--- src/hdl/daq_card_map.vh ---
// Register offsets, field positions and reset values of the host register file
`ifndef DAQ_CARD_MAP_VH
`define DAQ_CARD_MAP_VH

// ************************************************************
// Byte offsets within the card's I/O window
// ************************************************************
`define OFS_RESET_CTRL 8'h00
`define OFS_IRQ_POLARITY 8'h2a
`define OFS_TIMER_CNT0 8'hc0
`define OFS_TIMER_CNT1 8'hc4
`define OFS_TIMER_CNT2 8'hc8
`define OFS_TIMER_CTRL 8'hcc
`define OFS_BOARD_IDENT 8'hd4
`define OFS_DIN_LOW 8'he0
`define OFS_DIN_HIGH 8'he4
`define OFS_CONV_SEL0 8'he0
`define OFS_CONV_SEL1 8'he4
`define OFS_CONV_SEL2 8'he8
`define OFS_CONV_SEL3 8'hec
`define OFS_ANALOG_LOW 8'hf0
`define OFS_ANALOG_HIGH 8'hf4
`define OFS_DOUT_LOW 8'hf8
`define OFS_DOUT_HIGH 8'hfc

// ************************************************************
// Timer control word fields
// ************************************************************
`define TCW_SEL_MSB 7
`define TCW_SEL_LSB 6
`define TCW_ACC_MSB 5
`define TCW_ACC_LSB 4
`define TCW_MODE_MSB 3
`define TCW_MODE_LSB 1
`define TCW_BCD_BIT 0
`define TCW_SEL_READBACK 2'h3
`define TCW_RB_NOCOUNT_BIT 5
`define ACC_LATCH 2'h0
`define ACC_LOW_ONLY 2'h1
`define ACC_HIGH_ONLY 2'h2
`define ACC_LOW_HIGH 2'h3
`define MODE_TERM_COUNT 3'h0
`define MODE_ONE_SHOT 3'h1
`define MODE_RATE_GEN 3'h2
`define MODE_SQUARE 3'h3
`define MODE_SW_STROBE 3'h4
`define MODE_HW_STROBE 3'h5

// ************************************************************
// Other fields and reset values
// ************************************************************
`define DIO_ENABLE_BIT 0
`define ANALOG_CHAN_MSB 7
`define ANALOG_CHAN_LSB 6
`define RST_POLARITY 2'h0
`define RST_TIMER_CFG 18'h00000
`define RST_RDATA 8'h00

`endif

--- src/hdl/daq_card_host_register_file.v ---
// Byte-wide host register file of a multi-channel analog output card
`timescale 1ns/1ps
`include "daq_card_map.vh"

module daq_card_host_register_file #(
    parameter IDENT_PRESENT = 1
) (
    input wire clk_sys,
    input wire rst,
    input wire [7:0] io_addr,
    input wire io_wr,
    input wire io_rd,
    input wire [7:0] io_wdata,
    output reg [7:0] io_rdata,
    input wire irq_source_0,
    input wire irq_source_1,
    output reg irq_sel_0,
    output reg irq_sel_1,
    input wire [3:0] board_ident,
    input wire [15:0] in_line,
    output reg [15:0] out_line,
    output reg dio_enable,
    output reg [13:0] analog_word,
    output reg [3:0] analog_channel,
    output reg conv_start,
    output reg [17:0] timer_cfg,
    output reg [2:0] timer_cfg_wr,
    output reg [47:0] timer_reload,
    output reg [2:0] timer_load,
    input wire [47:0] timer_count
);

    // ************************************************************
    // Local state
    // ************************************************************
    // Interrupt routing and analog staging
    reg [1:0] polarity;
    reg [7:0] analog_low_buf;
    reg [7:0] analog_high_buf;
    // Per-counter byte phase and latch state
    reg [2:0] wr_high_next;
    reg [2:0] rd_high_next;
    reg [2:0] latched;
    reg [47:0] latch_val;
    // Read path and loop index
    reg [7:0] next_rdata;
    integer i;

    // ************************************************************
    // Helper functions
    // ************************************************************
    // Counter index from a data port offset (c0, c4, c8)
    // The index falls out of address bits 3:2, so no comparator is needed
    function [1:0] cnt_index;
        input [7:0] addr;
        begin
            cnt_index = addr[3:2];
        end
    endfunction

    // Access field of one counter's stored configuration
    function [1:0] cfg_access;
        input [17:0] cfg;
        input [1:0] idx;
        begin
            cfg_access = cfg[idx * 6 + 4 +: 2];
        end
    endfunction

    // Byte of the value the host sees when reading a counter
    function [7:0] cnt_byte;
        input [15:0] value;
        input [1:0] acc;
        input hi_phase;
        begin
            if (acc == `ACC_HIGH_ONLY || (acc == `ACC_LOW_HIGH && hi_phase)) begin
                cnt_byte = value[15:8];
            end else begin
                cnt_byte = value[7:0];
            end
        end
    endfunction

    // ************************************************************
    // Access decode
    // ************************************************************
    // Used by the timer process; wr_idx and cur_acc are shared with the read mux
    wire [1:0] wr_idx = cnt_index(io_addr);
    wire [1:0] tcw_sel = io_wdata[`TCW_SEL_MSB:`TCW_SEL_LSB];
    wire [1:0] tcw_acc = io_wdata[`TCW_ACC_MSB:`TCW_ACC_LSB];
    wire is_cnt_port = (io_addr == `OFS_TIMER_CNT0) || (io_addr == `OFS_TIMER_CNT1) ||
        (io_addr == `OFS_TIMER_CNT2);
    wire [1:0] cur_acc = cfg_access(timer_cfg, wr_idx);

    // ************************************************************
    // Read data multiplexer
    // ************************************************************
    // Unmapped and write-only offsets read as zero
    always @* begin
        next_rdata = `RST_RDATA;
        case (io_addr)
            `OFS_IRQ_POLARITY: begin
                next_rdata = {6'h00, polarity};
            end
            `OFS_TIMER_CNT0, `OFS_TIMER_CNT1, `OFS_TIMER_CNT2: begin
                next_rdata = cnt_byte(latched[wr_idx] ? latch_val[wr_idx * 16 +: 16] :
                    timer_count[wr_idx * 16 +: 16], cur_acc, rd_high_next[wr_idx]);
            end
            `OFS_TIMER_CTRL: begin
                next_rdata = 8'h00; // Control word reads back as zero
            end
            `OFS_BOARD_IDENT: begin
                next_rdata = IDENT_PRESENT ? {4'h0, board_ident} : 8'h00;
            end
            `OFS_DIN_LOW: begin
                next_rdata = dio_enable ? in_line[7:0] : 8'h00;
            end
            `OFS_DIN_HIGH: begin
                next_rdata = dio_enable ? in_line[15:8] : 8'h00;
            end
            default: begin
                next_rdata = `RST_RDATA;
            end
        endcase
    end

    // ************************************************************
    // Interrupt source polarity
    // ************************************************************
    // Registered so the routed levels come straight from flops
    // One cycle of delay buys a glitch-free routed level
    always @(posedge clk_sys) begin
        if (rst) begin
            irq_sel_0 <= 1'b0;
            irq_sel_1 <= 1'b0;
        end else begin
            irq_sel_0 <= polarity[0] ? irq_source_0 : ~irq_source_0;
            irq_sel_1 <= polarity[1] ? irq_source_1 : ~irq_source_1;
        end
    end

    // ************************************************************
    // Host writes: control, digital, analog
    // ************************************************************
    // Read data is presented one cycle after the read strobe
    always @(posedge clk_sys) begin
        if (rst) begin
            io_rdata <= `RST_RDATA;
            polarity <= `RST_POLARITY;
            dio_enable <= 1'b0;
            out_line <= 16'h0000;
            analog_low_buf <= 8'h00;
            analog_high_buf <= 8'h00;
            analog_word <= 14'h0000;
            analog_channel <= 4'h0;
            conv_start <= 1'b0;
        end else begin
            conv_start <= 1'b0;
            // Read data moves only on a read strobe, so it holds between reads
            if (io_rd) begin
                io_rdata <= next_rdata;
            end
            // Outputs clear one cycle after disable, then sit at zero; writes then are dropped, not queued
            if (!dio_enable) begin
                out_line <= 16'h0000;
            end
            if (io_wr) begin
                case (io_addr)
                    `OFS_RESET_CTRL: begin
                        dio_enable <= io_wdata[`DIO_ENABLE_BIT];
                    end
                    `OFS_IRQ_POLARITY: begin
                        polarity <= io_wdata[1:0];
                    end
                    `OFS_DOUT_LOW: begin
                        if (dio_enable) begin
                            out_line[7:0] <= io_wdata;
                        end
                    end
                    `OFS_DOUT_HIGH: begin
                        if (dio_enable) begin
                            out_line[15:8] <= io_wdata;
                        end
                    end
                    // Staging only; nothing reaches the converter before a select write
                    `OFS_ANALOG_LOW: begin
                        analog_low_buf <= io_wdata;
                    end
                    `OFS_ANALOG_HIGH: begin
                        analog_high_buf <= io_wdata;
                    end
                    // Host is trusted to have loaded both data bytes first
                    `OFS_CONV_SEL0, `OFS_CONV_SEL1, `OFS_CONV_SEL2, `OFS_CONV_SEL3: begin
                        analog_word <= {analog_high_buf[5:0], analog_low_buf};
                        analog_channel <= {io_addr[3:2],
                            analog_high_buf[`ANALOG_CHAN_MSB:`ANALOG_CHAN_LSB]};
                        conv_start <= 1'b1;
                    end
                    default: begin
                        conv_start <= 1'b0;
                    end
                endcase
            end
        end
    end

    // ************************************************************
    // Timer register interface
    // ************************************************************
    // Count values come from the counter core; only programming and latching live here.
    // A control word write that programs a counter (not latch, not read-back) restarts the low/high byte sequence of that counter.
    always @(posedge clk_sys) begin
        if (rst) begin
            timer_cfg <= `RST_TIMER_CFG;
            timer_cfg_wr <= 3'h0;
            timer_reload <= 48'h000000000000;
            timer_load <= 3'h0;
            wr_high_next <= 3'h0;
            rd_high_next <= 3'h0;
            latched <= 3'h0;
            latch_val <= 48'h000000000000;
        end else begin
            timer_cfg_wr <= 3'h0;
            timer_load <= 3'h0;
            // Select code 11 is read-back and never overwrites a counter's setup
            if (io_wr && io_addr == `OFS_TIMER_CTRL) begin
                if (tcw_sel == `TCW_SEL_READBACK) begin
                    // Read-back with the count bit (bit 5) clear: latch every selected counter not already latched
                    for (i = 0; i < 3; i = i + 1) begin
                        if (io_wdata[1 + i] && !io_wdata[`TCW_RB_NOCOUNT_BIT] && !latched[i]) begin
                            latched[i] <= 1'b1;
                            latch_val[i * 16 +: 16] <= timer_count[i * 16 +: 16];
                        end
                    end
                end else if (tcw_acc == `ACC_LATCH) begin
                    // Freeze the count until the host has read it out
                    if (!latched[tcw_sel]) begin
                        latched[tcw_sel] <= 1'b1;
                        latch_val[tcw_sel * 16 +: 16] <= timer_count[tcw_sel * 16 +: 16];
                    end
                end else begin
                    // Access, mode and BCD bits stored per counter
                    timer_cfg[tcw_sel * 6 +: 6] <= io_wdata[5:0];
                    timer_cfg_wr[tcw_sel] <= 1'b1;
                    wr_high_next[tcw_sel] <= 1'b0;
                    rd_high_next[tcw_sel] <= 1'b0;
                    latched[tcw_sel] <= 1'b0;
                end
            end
            // Counter data bytes follow the access format stored for that counter
            if (io_wr && is_cnt_port) begin
                case (cur_acc)
                    `ACC_LOW_ONLY: begin
                        timer_reload[wr_idx * 16 +: 8] <= io_wdata;
                        timer_load[wr_idx] <= 1'b1;
                    end
                    `ACC_HIGH_ONLY: begin
                        timer_reload[wr_idx * 16 + 8 +: 8] <= io_wdata;
                        timer_load[wr_idx] <= 1'b1;
                    end
                    `ACC_LOW_HIGH: begin
                        if (wr_high_next[wr_idx]) begin
                            timer_reload[wr_idx * 16 + 8 +: 8] <= io_wdata;
                            timer_load[wr_idx] <= 1'b1;
                        end else begin
                            timer_reload[wr_idx * 16 +: 8] <= io_wdata;
                        end
                        wr_high_next[wr_idx] <= ~wr_high_next[wr_idx];
                    end
                    default: begin
                        timer_load[wr_idx] <= 1'b0;
                    end
                endcase
            end
            // A complete read of a latched value releases the latch
            if (io_rd && is_cnt_port) begin
                if (cur_acc == `ACC_LOW_HIGH) begin
                    rd_high_next[wr_idx] <= ~rd_high_next[wr_idx];
                    if (rd_high_next[wr_idx]) begin
                        latched[wr_idx] <= 1'b0;
                    end
                end else begin
                    latched[wr_idx] <= 1'b0;
                end
            end
        end
    end

endmodule // daq_card_host_register_file

--- config.mk ---
export PLATFORM = sky130hd
export DESIGN_NAME = daq_card_host_register_file
export DESIGN_NICKNAME = d
export VERILOG_FILES = /design/src/hdl/daq_card_host_register_file.v
export VERILOG_INCLUDE_DIRS = /design/src /design/src/hdl
export SDC_FILE = /design/constraint.sdc
export NUM_CORES = 1
export LEC_CHECK = 0
export ABC_AREA = 0
export BUFFER_PORTS_ARGS = -buffer_cell sky130_fd_sc_hd__buf_4
export CORE_MARGIN = 4
export CORE_UTILIZATION = 40
export DETAILED_ROUTE_END_ITERATION = 10
export PLACE_DENSITY = 0.62
export SLEW_MARGIN = 20
export SYNTH_ARGS = -nofsm -noshare
export SYNTH_HDL_FRONTEND = slang
export SYNTH_SLANG_ARGS = --single-unit
--- constraint.sdc ---
create_clock -name clk_sys -period 2.8 [get_ports clk_sys]
set_input_delay 0.14 -clock clk_sys [delete_from_list [all_inputs] [get_ports clk_sys]]
set_output_delay 0.14 -clock clk_sys [all_outputs]
set_load 0.02 [all_outputs]
---- Yosys cells after proc, flatten, opt, wreduce, memory -nomap -nowiden ----
Cells that the tools add are included.
word-level totals
  bits in registers ....................... 193
  bits of input ports ..................... 90
  output and inout bits ................... 118
cells by class
  add/sub/neg operators ................... 6
  multipliers ............................. 2
  order comparisons ....................... 4
  equality and inequality tests ........... 22
  shift-type cells ........................ 12
  mux-type cells .......................... 65
  bitwise logic cells ..................... 16
  reductions and logical operators ........ 39
operators by type and width
  kind                                                     number
  two-way mux 48 bit                                       4
  bitwise mux 48 bit                                       3
  case mux 48 bit (3 select lines)                         1
  variable part select 48 x 7 -> 16 bit                    3
  equality test 8 bit (second input constant)              13
  two-way mux 16 bit                                       6
  variable shift 8 x 34 -> 48 bit (first input constant)   2
  variable part select 8 x 34 -> 48 bit                    2
  negator 6 -> 34 bit                                      2
  two-way mux 3 bit                                        21
  two-way mux 8 bit                                        7
  variable shift 16 x 34 -> 48 bit (first input constant)  1
  variable part select 16 x 34 -> 48 bit                   1
  case mux 8 bit (5 select lines)                          1
  negator 5 -> 34 bit                                      1
  negator 7 -> 34 bit                                      1
  variable shift 6 x 34 -> 18 bit (first input constant)   1
  variable part select 6 x 34 -> 18 bit                    1
  bitwise mux 18 bit                                       1
  variable part select 18 x 7 -> 2 bit                     1
  AND 3 bit                                                4
  logical AND 1 bit                                        12
  two-way mux 1 bit                                        12
  AND reduction 2 bit                                      6
  28 further kinds                                         59

---- Logic depth before layout (Yosys ltp) ----
Gate-level depths: netlist of the first run.
  depth after elaboration ................. 14
  mapped depth ............................ 13

---- Worst setup path before layout of the first run ----
OpenSTA, ideal clock, no wires.
  path kind ............................... input-to-reg
  start ................................... input io_addr[3]
  end ..................................... register timer_reload[34]
  library setup time ...................... 0.070 ns
  arrival time ............................ 2.636 ns
  required time ........................... 2.730 ns
  path slack .............................. 0.094 ns
  stages on the path ...................... 11
  buffers on the path ..................... 3
  path through ............................ clkbuf_1 -> clkbuf_1 -> mux2i_1 -> o21a_1 -> inv_1 -> ha_1 -> or2_2 -> and2_1 -> or4_1 -> clkbuf_1 -> o2bb2ai_1
on the way
  cells in the longest elaborated chain, start to end .. 6
ends and longest elaborated chain
  item                                                                                             RTL line                                                                                                source
  start, declared                                                                                  daq_card_host_register_file.v:10                                                                        input wire [7:0] io_addr,
  multiplier 2 x 2 -> 4 bit / adder 6 x 4 -> 7 bit (equally long branches)                         daq_card_host_register_file.v:66, daq_card_host_register_file.v:258, daq_card_host_register_file.v:263
  adder 5 x 3 -> 6 bit / negator 7 -> 34 bit (equally long branches)                               daq_card_host_register_file.v:66, daq_card_host_register_file.v:258, daq_card_host_register_file.v:263
  variable part select 18 x 7 -> 2 bit (tied with other cells)                                     daq_card_host_register_file.v:66                                                                        cfg_access = cfg[idx * 6 + 4 +: 2];
  equality test 2 bit (tied with other cells)                                                      daq_card_host_register_file.v:252                                                                       case (cur_acc)
  nonzero test 3 bit (no source line) / two-way mux 48 bit (equally long branches)                 n/a
  AND reduction 2 bit (no source line) / case mux 48 bit (3 select lines) (equally long branches)  n/a
  end signal, assigned by index                                                                    daq_card_host_register_file.v:254                                                                       timer_reload[wr_idx * 16 +: 8] <= io_wdata;
  end signal, assigned by index                                                                    daq_card_host_register_file.v:258                                                                       timer_reload[wr_idx * 16 + 8 +: 8] <= io_wdata;
  end signal, assigned by index                                                                    daq_card_host_register_file.v:263                                                                       timer_reload[wr_idx * 16 + 8 +: 8] <= io_wdata;
  end, declared                                                                                    daq_card_host_register_file.v:28                                                                        output reg [47:0] timer_reload,
Parallel ways exist; a longest one is shown, timed or not. The select of a mux whose other input is x is not followed.
A chain may end at the register's enable or synchronous reset.

---- Worst setup path in the final report of the first run ----
  start ................................... register timer_cfg[16]
  end ..................................... register io_rdata[5]
on the way
  cells in the longest elaborated chain, start to end .. 6
ends and longest elaborated chain
  item                                    RTL line                           source
  start, declared                         daq_card_host_register_file.v:26   output reg [17:0] timer_cfg,
  start signal, assigned                  daq_card_host_register_file.v:214  timer_cfg <= `RST_TIMER_CFG;
  start signal, assigned by index         daq_card_host_register_file.v:243  timer_cfg[tcw_sel * 6 +: 6] <= io_wdata[5:0];
  variable part select 18 x 7 -> 2 bit *  daq_card_host_register_file.v:66
  equality test 2 bit                     n/a
  logical AND 1 bit                       daq_card_host_register_file.v:76   if (acc == `ACC_HIGH_ONLY || (acc == `ACC_LOW_HIGH && hi_phase)) begin
  logical OR 1 bit *                      daq_card_host_register_file.v:76
  two-way mux 8 bit *                     daq_card_host_register_file.v:76
  case mux 8 bit (5 select lines) *       daq_card_host_register_file.v:101  case (io_addr)
  end signal, assigned                    daq_card_host_register_file.v:148  io_rdata <= `RST_RDATA;
  end signal, assigned                    daq_card_host_register_file.v:161  io_rdata <= next_rdata;
  end, declared                           daq_card_host_register_file.v:14   output reg [7:0] io_rdata,
Mark *: on every way between the ends. The rest lies on a longest branch, timed or not.

==> impl_metrics.json, run 1 <==
{
  "outcome": "completed",
  "drc": 0,
  "synth_common_cells": "193 x dfxtp_1, 119 x nor2_1, 99 x mux2i_1",
  "maxSlewViolCount": 0,
  "grt_pass1_vias": 9018,
  "postCtsSetupBuffers": 0,
  "hold_path_class": "in -> reg",
  "vias": 9129,
  "clk_pin_slew_ns": 0.08,
  "fin_crit_sh_pct": 89.7,
  "swShare_pct": 29.2,
  "worstPathCellList": "mux2i_1, o21a_1, inv_1, ha_1, nor2b_1, a22oi_1, o21ai_0, a222oi_1, o221ai_1",
  "syn-num-nets": 1187,
  "critPathLaunchType": "flop",
  "crit_fanout": 8,
  "yosysTopAreaCellShare_pct": 38.9,
  "tns_ns": 0,
  "cpMaxStageDelayCell": "a22oi_1",
  "period_needed_ns": 2.51,
  "dpl-instance-area_um2": 11900,
  "drt_iter0_drc": 906,
  "power_frac_comb_pct": 10.5,
  "cts_hold_buf": 2,
  "yosys.cell_types.count": 69,
  "timing.slew.headroom_pct": 48.3,
  "synth_area_um2": 9940,
  "vdd.ir_drop.worst_uv": 372,
  "syn-mean-instance-area_um2": 9.20,
  "synthCells": 1080,
  "post_drt_wl_per_cell_um": 20.8,
  "worstMarginPinSlew_ns": 0.775,
  "h-tree-depth": 4,
  "die-area_um2": 27400,
  "end_kind": "flop",
  "dieWidth_um": 166,
  "synth.area.top_cells": "dfxtp_1 39%, mux2i_1 10%, a211oi_2 5.3%, a22oi_1 4.8%, nor2_1 4.5%",
  "critPathArrivalTime_ns": 2.82,
  "grt_max_degree": 63,
  "async_flop_share_pct": 0,
  "dr.pass1.iters": 5,
  "synth_flop_cell": "dfxtp_1",
  "drive_gt1_share_pct": 30.0,
  "diodes": 0,
  "cts_tree": "built",
  "antenna_found_initial": 0,
  "leakage_nw": 5.20,
  "fillers": 2322,
  "max-cap-violations": 0,
  "p_switching_w": 0.00176,
  "gp_congestion": 0.923,
  "yosysWarningCount": 0,
  "clock_latency_ns": 0.45,
  "grt_usage_pct": 23.5,
  "wl_mm": 33.3,
  "syn2layout_area_growth_pct": 26.1,
  "powerDensity_nw_per_um2": 480,
  "synth-edff-count": 0,
  "initial_core_util_pct": 40.8,
  "cts_buffer_depth": 2,
  "multi_input_area_um2": 5620,
  "postRouteAntennaNets": 0,
  "seqPwrFrac_pct": 45.7,
  "crit_required_ns": 3.11,
  "place_hpwl_mm": 23.9,
  "max_stage_delay_ns": 0.46,
  "yosysMostFrequentCell": "dfxtp_1",
  "rsz0062_at_grt": "no",
  "nets": 1373,
  "clock_power_share_pct": 43.8,
  "row_count": 57,
  "final-setup-viol-count": 0,
  "vias_per_cell": 5.69,
  "cts_root_buffer": "clkbuf_16",
  "crit_type": "reg -> reg",
  "fmax_mhz": 398,
  "synth_seq_cells": 193,
  "core_um2": 24400,
  "yosysTopAreaCell": "dfxtp_1",
  "finish.instance_area_um2": 12500,
  "clock_skew_ns": 0.0146,
  "clock-sinks": 193,
  "portBuffers": 207,
  "gr-total-overflow": 0,
  "internal_power_w": 0.00425,
  "seq_area_um2": 3860,
  "final_hold_viol_count": 0,
  "io_pins": 208,
  "cts_resized": 0,
  "grt_pass1_wl_mm": 52.2,
  "ys_seq_area_share_pct": 38.9,
  "chipHeight_um": 166,
  "cts_inserted_buffers": 17
}
-- worst paths after layout --
check / startpoint / end / slack [ns] / depth (start not counted)
setup / recovery: timer_cfg[16] / io_rdata[5] / 0.29 / 9
hold / removal: in_line[5] / io_rdata[5] / 0.05 / 3
setup reg to reg: timer_cfg[16] / io_rdata[5] / 0.29 / 9
hold reg to reg: timer_reload[15] / timer_reload[15] / 0.46 / 2
-- registers in the layout, indices dropped and copies added (netlist names) --
signal and flops:
analog_channel 4, analog_high_buf 8, analog_low_buf 8, analog_word 14
conv_start 1, dio_enable 1, io_rdata 8, irq_sel_0 1
irq_sel_1 1, latch_val 48, latched 3, out_line 16
polarity 2, rd_high_next 3, timer_cfg 18, timer_cfg_wr 3
timer_load 3, timer_reload 48, wr_high_next 3
-- layout by cell type, fill, tap and decap left out, types with 5 or more instances in the layout --
cell       count
a21boi_0       5
o221ai_1      11
nor2_1       119
o2111ai_1      5
o21ai_0       36
mux2_2        25
a22o_1        26
a21oi_1       39
or4_1          5
nor2b_1       16
clkbuf_16     17
nand2b_1      15
buf_4        254
o22ai_1        8
o2bb2ai_1     16
and2_1        11
nor3_1         8
nand3b_1       5
a211oi_2      42
nand3_1       25
nand4_1        6
a211oi_1      14
ha_1          16
nand2_1       82
a22oi_1       64
mux2i_1       99
dfxtp_1      193
a31oi_1        6
clkinv_8       6
inv_1         15
nor2_2        12
-- area by class of cell --
type,instances,area share (%)
clock buffers,17,3.39
clock inverters,15,1.83
inverters,16,0.479
multi-input cells,782,44.9
flip-flops and latches,193,30.8
well taps,324,3.23
repair buffers,256,15.4
-- power groups by stage --
stage	Clock, W	Sequential (W)	Combinational, W
after floorplan	0	0.00281	0.000328
after global placement	0	0.00281	0.000617
after detailed placement	0	0.00281	0.000618
after CTS	0.00268	0.00275	0.000623
after global routing	0.00279	0.00275	0.000673
final	0.00263	0.00275	0.000630
-- routing by layer --
layer / up-vias / global-route usage (%) / wire length (µm)
met5: - / 0 / 0
met4: 0 / 8.32 / 894
met2: 352 / 37.1 / 15000
met3: 52 / 4.41 / 2160
li1: 4361 / - / -
met1: 4364 / 32.4 / 15200
-- cells by family after synthesis --
family | share of synthesized area (%)
compound gates | 24.8
simple gates | 16.5
xor+xnor | 0.176
buf+inv | 4.64
flops | 38.9
mux | 12.8
fa+ha+maj | 2.14
-- per-stage QoR --
step	total power (W)	utilization (%)	cells	hold WS [ns]	worst slack [ns]
2_1_floorplan	0.00314	-	1080	0.281	0.0941
5_1_grt	0.00621	51.4	1603	0.0681	0.130
3_3_place_gp	0.00343	48.6	1569	0.379	0.326
3_5_place_dp	0.00343	48.6	1569	0.390	0.300
6_report	0.00601	51.4	1603	0.0485	0.289
4_1_cts	0.00605	51.4	1603	0.0467	0.305
-- worst max-delay path, delay by kind of cell, from the launching register on --
family	cells	cell delay, ns
multiplexers	1	0.14
AO/OA/AOI/OAI	5	1.37
adder cells (fa/ha/maj)	1	0.28
flip-flops	1	0.33
buffers and inverters	1	0.06
AND/OR/NAND/NOR	1	0.19
No activity file was read; power rests on OpenSTA's default activity.
==> run 2: changes to the inputs <==
GPL_ROUTABILITY_DRIVEN = 0   (was default)
REMOVE_ABC_BUFFERS = 1   (was default)
==> run 2 against run 1 <==
  * Non-clock buffer count down 4
  * First-iteration DRC count down 13%
  * Routed wire length down 0.36%
  * Critical endpoint is now timer_reload[35]
  * Power down 1.0%
  * Global-route usage down 0.32 points
  * Critical path depth down 1
  * Die area unchanged
  * Clock-buffer cell count unchanged
==> impl_metrics.json, run 2 (synthesis gave the netlist of run 1 again) <==
{
  "fmax_mhz": 388,
  "fin_crit_sh_pct": 92.1,
  "grt_max_degree": 61,
  "worstMarginPinSlew_ns": 0.835,
  "seqPwrFrac_pct": 46.2,
  "critPathArrivalTime_ns": 2.95,
  "vias": 9084,
  "drt_iter0_drc": 787,
  "powerDensity_nw_per_um2": 475,
  "dpl-instance-area_um2": 11900,
  "leakage_nw": 5.18,
  "drive_gt1_share_pct": 30.0,
  "vias_per_cell": 5.68,
  "placedCellCount": 1565,
  "final_cell_mix": "247 x buf_4, 193 x dfxtp_1, 119 x nor2_1",
  "clk_pin_slew_ns": 0.08,
  "antenna_found_initial": 1,
  "finalWorstSetupSlack_ns": 0.222,
  "finish.instance_area_um2": 12500,
  "crit_fanout": 11,
  "final_common_cell": "buf_4",
  "grt_pass1_vias": 8792,
  "syn2layout_area_growth_pct": 26.0,
  "p_switching_w": 0.00166,
  "drc": 0,
  "internal_power_w": 0.00429,
  "dp_slack_ns": 0.178,
  "die-area_um2": 27400,
  "fillers": 2343,
  "portBuffers": 207,
  "clock_power_share_pct": 43.5,
  "gr-total-overflow": 0,
  "cts_tree": "built",
  "clock-sinks": 193,
  "swShare_pct": 27.9,
  "dieWidth_um": 166,
  "crit_required_ns": 3.17,
  "critPathLaunchType": "flop",
  "wl_mm": 33.2,
  "h-tree-depth": 4,
  "timing.slew.headroom_pct": 44.3,
  "grt_pass1_wl_mm": 51.4,
  "power_frac_comb_pct": 10.4,
  "io_pins": 208,
  "multi_input_area_um2": 5630,
  "seq_area_um2": 3860,
  "cts_inserted_buffers": 17,
  "cts_buffer_depth": 2,
  "hold_path_class": "in -> reg",
  "cts_root_buffer": "clkbuf_16",
  "grt_usage_pct": 23.2,
  "nets": 1369,
  "rsz0062_at_grt": "no",
  "period_needed_ns": 2.58,
  "stdcell_count": 1600,
  "final_hold_viol_count": 0,
  "final-setup-viol-count": 0,
  "crit_type": "reg -> reg",
  "reg_top3": "latch_val (48), timer_reload (48), timer_cfg (18)",
  "maxSlewViolCount": 0,
  "vdd.ir_drop.worst_uv": 324,
  "clock_skew_ns": 0.0109,
  "place_hpwl_mm": 23.8,
  "clock_latency_ns": 0.44,
  "utilization_pct": 51.4,
  "initial_core_util_pct": 40.8,
  "core_um2": 24400,
  "row_count": 57,
  "postRouteAntennaNets": 0,
  "max-cap-violations": 0,
  "end_kind": "flop",
  "chipHeight_um": 166,
  "post_drt_wl_per_cell_um": 20.7,
  "outcome": "completed",
  "whs_ns": 0.0187,
  "dr.pass1.iters": 6
}
==> run 2: metrics by stage <==
step	setup TNS, ns	total power [W]
after detailed placement	0	0.00342
after global routing	0	0.00614
after floorplan	-36.16	0.00307
after CTS	0	0.00598
final	0	0.00595
after global placement	0	0.00341
==> run 2: worst max-delay path: stages (launching register included) <==
cell and delay (ns):
dfxtp_1 0.37, mux2i_1 0.09, o21a_1 0.21, inv_1 0.09, ha_1 0.37, o221ai_1 0.26
and2_1 0.28, or4_1 0.65, o2bb2ai_1 0.20
==> run 2: layout make-up <==
class	count	share of cell area, %
tap	324	3.24
inverter	16	0.479
antenna	1	0.0200
timing repair buffer	252	15.4
multi-input combinational	782	44.9
clock inverter	15	1.65
sequential	193	30.8
clock buffer	17	3.40
==> run 2: metal layers <==
metal / part of all wire, % / routed length, µm / global-route usage (%)
met1: 45 / 14800 / 31.1
met2: 47 / 15600 / 37.7
met3: 6.5 / 2160 / 5.10
met4: 2.0 / 663 / 6.89
met5: 0 / 0 / 0
==> run 2: worst paths after layout <==
check,startpoint,end,slack [ns],cells after the start
max,timer_cfg[5],timer_reload[35],0.22,8
max reg2reg,timer_cfg[5],timer_reload[35],0.22,8
min,in_line[5],io_rdata[5],0.02,3
min reg2reg,timer_cfg[1],timer_cfg[1],0.46,2
==> run 2: timing repair <==
| item | CTS | global route |
|---|---|---|
| endpoints found under the hold margin | 2 | 0 |
| resized for setup | 0 | 1 |
| setup buffers | 0 | 0 |
| hold buffers | 2 | 0 |
| endpoints found under the setup margin | 0 | 1 |
==> run 2: power by group through the flow <==
stage | clock, W | combinational, W | sequential, W
final | 0.00259 | 0.000617 | 0.00275
after CTS | 0.00262 | 0.000610 | 0.00275
after global routing | 0.00273 | 0.000663 | 0.00275
after detailed placement | 0 | 0.000604 | 0.00281
after global placement | 0 | 0.000603 | 0.00281
after floorplan | 0 | 0.000258 | 0.00281
==> run 3: changes to the inputs <==
CORE_UTILIZATION = 42   (was 40)
GPL_ROUTABILITY_DRIVEN = default   (was 0)
PLACE_DENSITY = 0.64   (was 0.62)
==> run 3 against run 2 <==
  * First-iteration DRC count down 7.1%
  * Utilization rose by 2.2 points
  * Clock skew is 0.0055 ns higher
  * Worst hold slack got worse by 0.0059 ns
  * Final cell count shrank 0.38%
  * Maximum frequency rose by 2.8%
  * Power rose by 0.19%
  * Worst setup slack better by 0.069 ns
  * Final area is 0.12% higher
  * Die area down 4.5%
  * Critical path type unchanged
  * Largest power group unchanged
==> impl_metrics.json, run 3 (synthesis gave the netlist of run 1 again) <==
{
  "maxSlewViolCount": 0,
  "powerDensity_nw_per_um2": 475,
  "r2r_start": "timer_cfg[4]",
  "fillers": 2200,
  "critPathArrivalTime_ns": 2.87,
  "core_um2": 23400,
  "postCtsSetupBuffers": 0,
  "dieWidth_um": 162,
  "final_hold_viol_count": 0,
  "clock_power_share_pct": 43.5,
  "place_hpwl_mm": 23.1,
  "postRouteAntennaNets": 0,
  "vias": 9079,
  "worst_hold_path.endpoint": "io_rdata[5]",
  "period_needed_ns": 2.51,
  "dr.pass1.iters": 7,
  "die-area_um2": 26200,
  "finalWorstSetupSlack_ns": 0.291,
  "row_count": 56,
  "grt_pass1_vias": 8659,
  "final_common_cell": "buf_4",
  "post_drt_wl_per_cell_um": 20.5,
  "initial_core_util_pct": 42.5,
  "crit_fanout": 8,
  "worstPathCellList": "mux2i_1, o21a_1, ha_1, or2b_1, nor4_4, nand2_1, or4_1, o2bb2ai_1",
  "stdcell_count": 1594,
  "swShare_pct": 28.9,
  "seqPwrFrac_pct": 46.1,
  "cts_inserted_buffers": 17,
  "p_total_w": 0.00596,
  "cts_buffer_depth": 2,
  "clock-sinks": 193,
  "seq_area_um2": 3860,
  "diodes": 0,
  "leakage_nw": 5.18,
  "multi_input_area_um2": 5630,
  "cpMaxStageDelayCell": "or4_1",
  "h-tree-depth": 4,
  "reg_top3": "latch_val (48), timer_reload (48), timer_cfg (18)",
  "dp_slack_ns": 0.0600,
  "rrSetupSlack_ns": 0.29,
  "clock_skew_ns": 0.0164,
  "hp-start": "in_line[5]",
  "portBuffers": 207,
  "grt_usage_pct": 23.9,
  "cts_root_buffer": "clkbuf_16",
  "antenna_found_initial": 0,
  "hold_path_class": "in -> reg",
  "gr-total-overflow": 0,
  "chipHeight_um": 162,
  "nets": 1369,
  "final-setup-viol-count": 0,
  "end_kind": "flop",
  "timing.slew.headroom_pct": 46.6,
  "rsz0062_at_grt": "no",
  "rr_worst_depth": 8,
  "grt_max_degree": 57,
  "crit_required_ns": 3.17,
  "reg2reg_to": "timer_reload[37]",
  "clock_latency_ns": 0.44,
  "fin_crit_sh_pct": 89.6,
  "max-cap-violations": 0,
  "worstMarginPinSlew_ns": 0.798,
  "drt_iter0_drc": 731,
  "outcome": "completed",
  "utilization_pct": 53.6,
  "syn2layout_area_growth_pct": 26.2,
  "final_cell_mix": "246 x buf_4, 193 x dfxtp_1, 119 x nor2_1",
  "io_pins": 208,
  "clk_pin_slew_ns": 0.08,
  "crit_start": "timer_cfg[4]",
  "internal_power_w": 0.00424,
  "placedCellCount": 1560,
  "tns_ns": 0,
  "max_stage_delay_ns": 0.70,
  "fmax_mhz": 399,
  "wl_mm": 32.7,
  "grt_pass1_wl_mm": 49.6,
  "crit_type": "reg -> reg",
  "power_frac_comb_pct": 10.4,
  "vias_per_cell": 5.70,
  "critPathLaunchType": "flop",
  "p_switching_w": 0.00172,
  "vdd.ir_drop.worst_uv": 342,
  "hold-path-cell-count": 3,
  "gp_congestion": 0.890,
  "drc": 0,
  "drive_gt1_share_pct": 30.0,
  "cts_tree": "built"
}
run 3: cell types whose count changed in the layout (fill, tap and decap cells not counted), sizes merged:
cell      change
bufinv        -1
clkinvlp      -1
diode         -1
inv           +2
run 3: power groups by stage:
stage	Sequential, W	Clock [W]	Combinational, W
after floorplan	0.00281	0	0.000258
after global placement	0.00281	0	0.000605
after CTS	0.00275	0.00264	0.000610
after global routing	0.00275	0.00274	0.000658
after detailed placement	0.00281	0	0.000604
final	0.00275	0.00259	0.000620
run 3: worst max-delay path, delay by kind of cell, from the launching register on:
| family | cells | cell delay (ns) |
|---|---|---|
| multiplexers | 1 | 0.08 |
| AO/OA/AOI/OAI | 2 | 0.43 |
| AND/OR/NAND/NOR | 4 | 1.35 |
| adder cells (fa/ha/maj) | 1 | 0.23 |
| flip-flops | 1 | 0.36 |
run 3: area by class of cell:
class / instances / share of cell area [%]
multi-input combinational: 782 / 44.9
clock buffer: 17 / 3.39
clock inverter: 15 / 1.73
tap: 319 / 3.18
sequential: 193 / 30.8
timing repair buffer: 252 / 15.5
inverter: 16 / 0.479
run 3: worst max-delay path by stage:
stage,cells after the start,to,slack [ns]
global route,8,timer_reload[44],0.10
finish,8,timer_reload[37],0.29
global placement,10,timer_reload[36],0.19
detailed placement,10,timer_reload[37],0.06
floorplan,5,latch_val[0],-0.74
CTS,8,timer_reload[37],0.16
run 3: repair_timing:
item,CTS,global route
hold buffers,2,0
setup endpoints to repair,0,10
endpoints found under the hold margin,2,0
gates resized for setup,0,1
run 3: stage by stage:
stage	cell area (µm²)	hold WS, ns
floorplan	9540	0.205
global placement	11900	0.376
detailed placement	11900	0.383
CTS	12500	0.00169
global route	12500	0.0218
finish	12500	0.0128
run 3: layer usage:
| layer | up-vias | track usage (%) | routed length (µm) |
|---|---|---|---|
| li1 | 4352 | - | - |
| met1 | 4344 | 32.6 | 14600 |
| met2 | 342 | 39.0 | 15600 |
| met3 | 41 | 4.47 | 2010 |
| met4 | 0 | 6.73 | 523 |
| met5 | - | 0 | 0 |
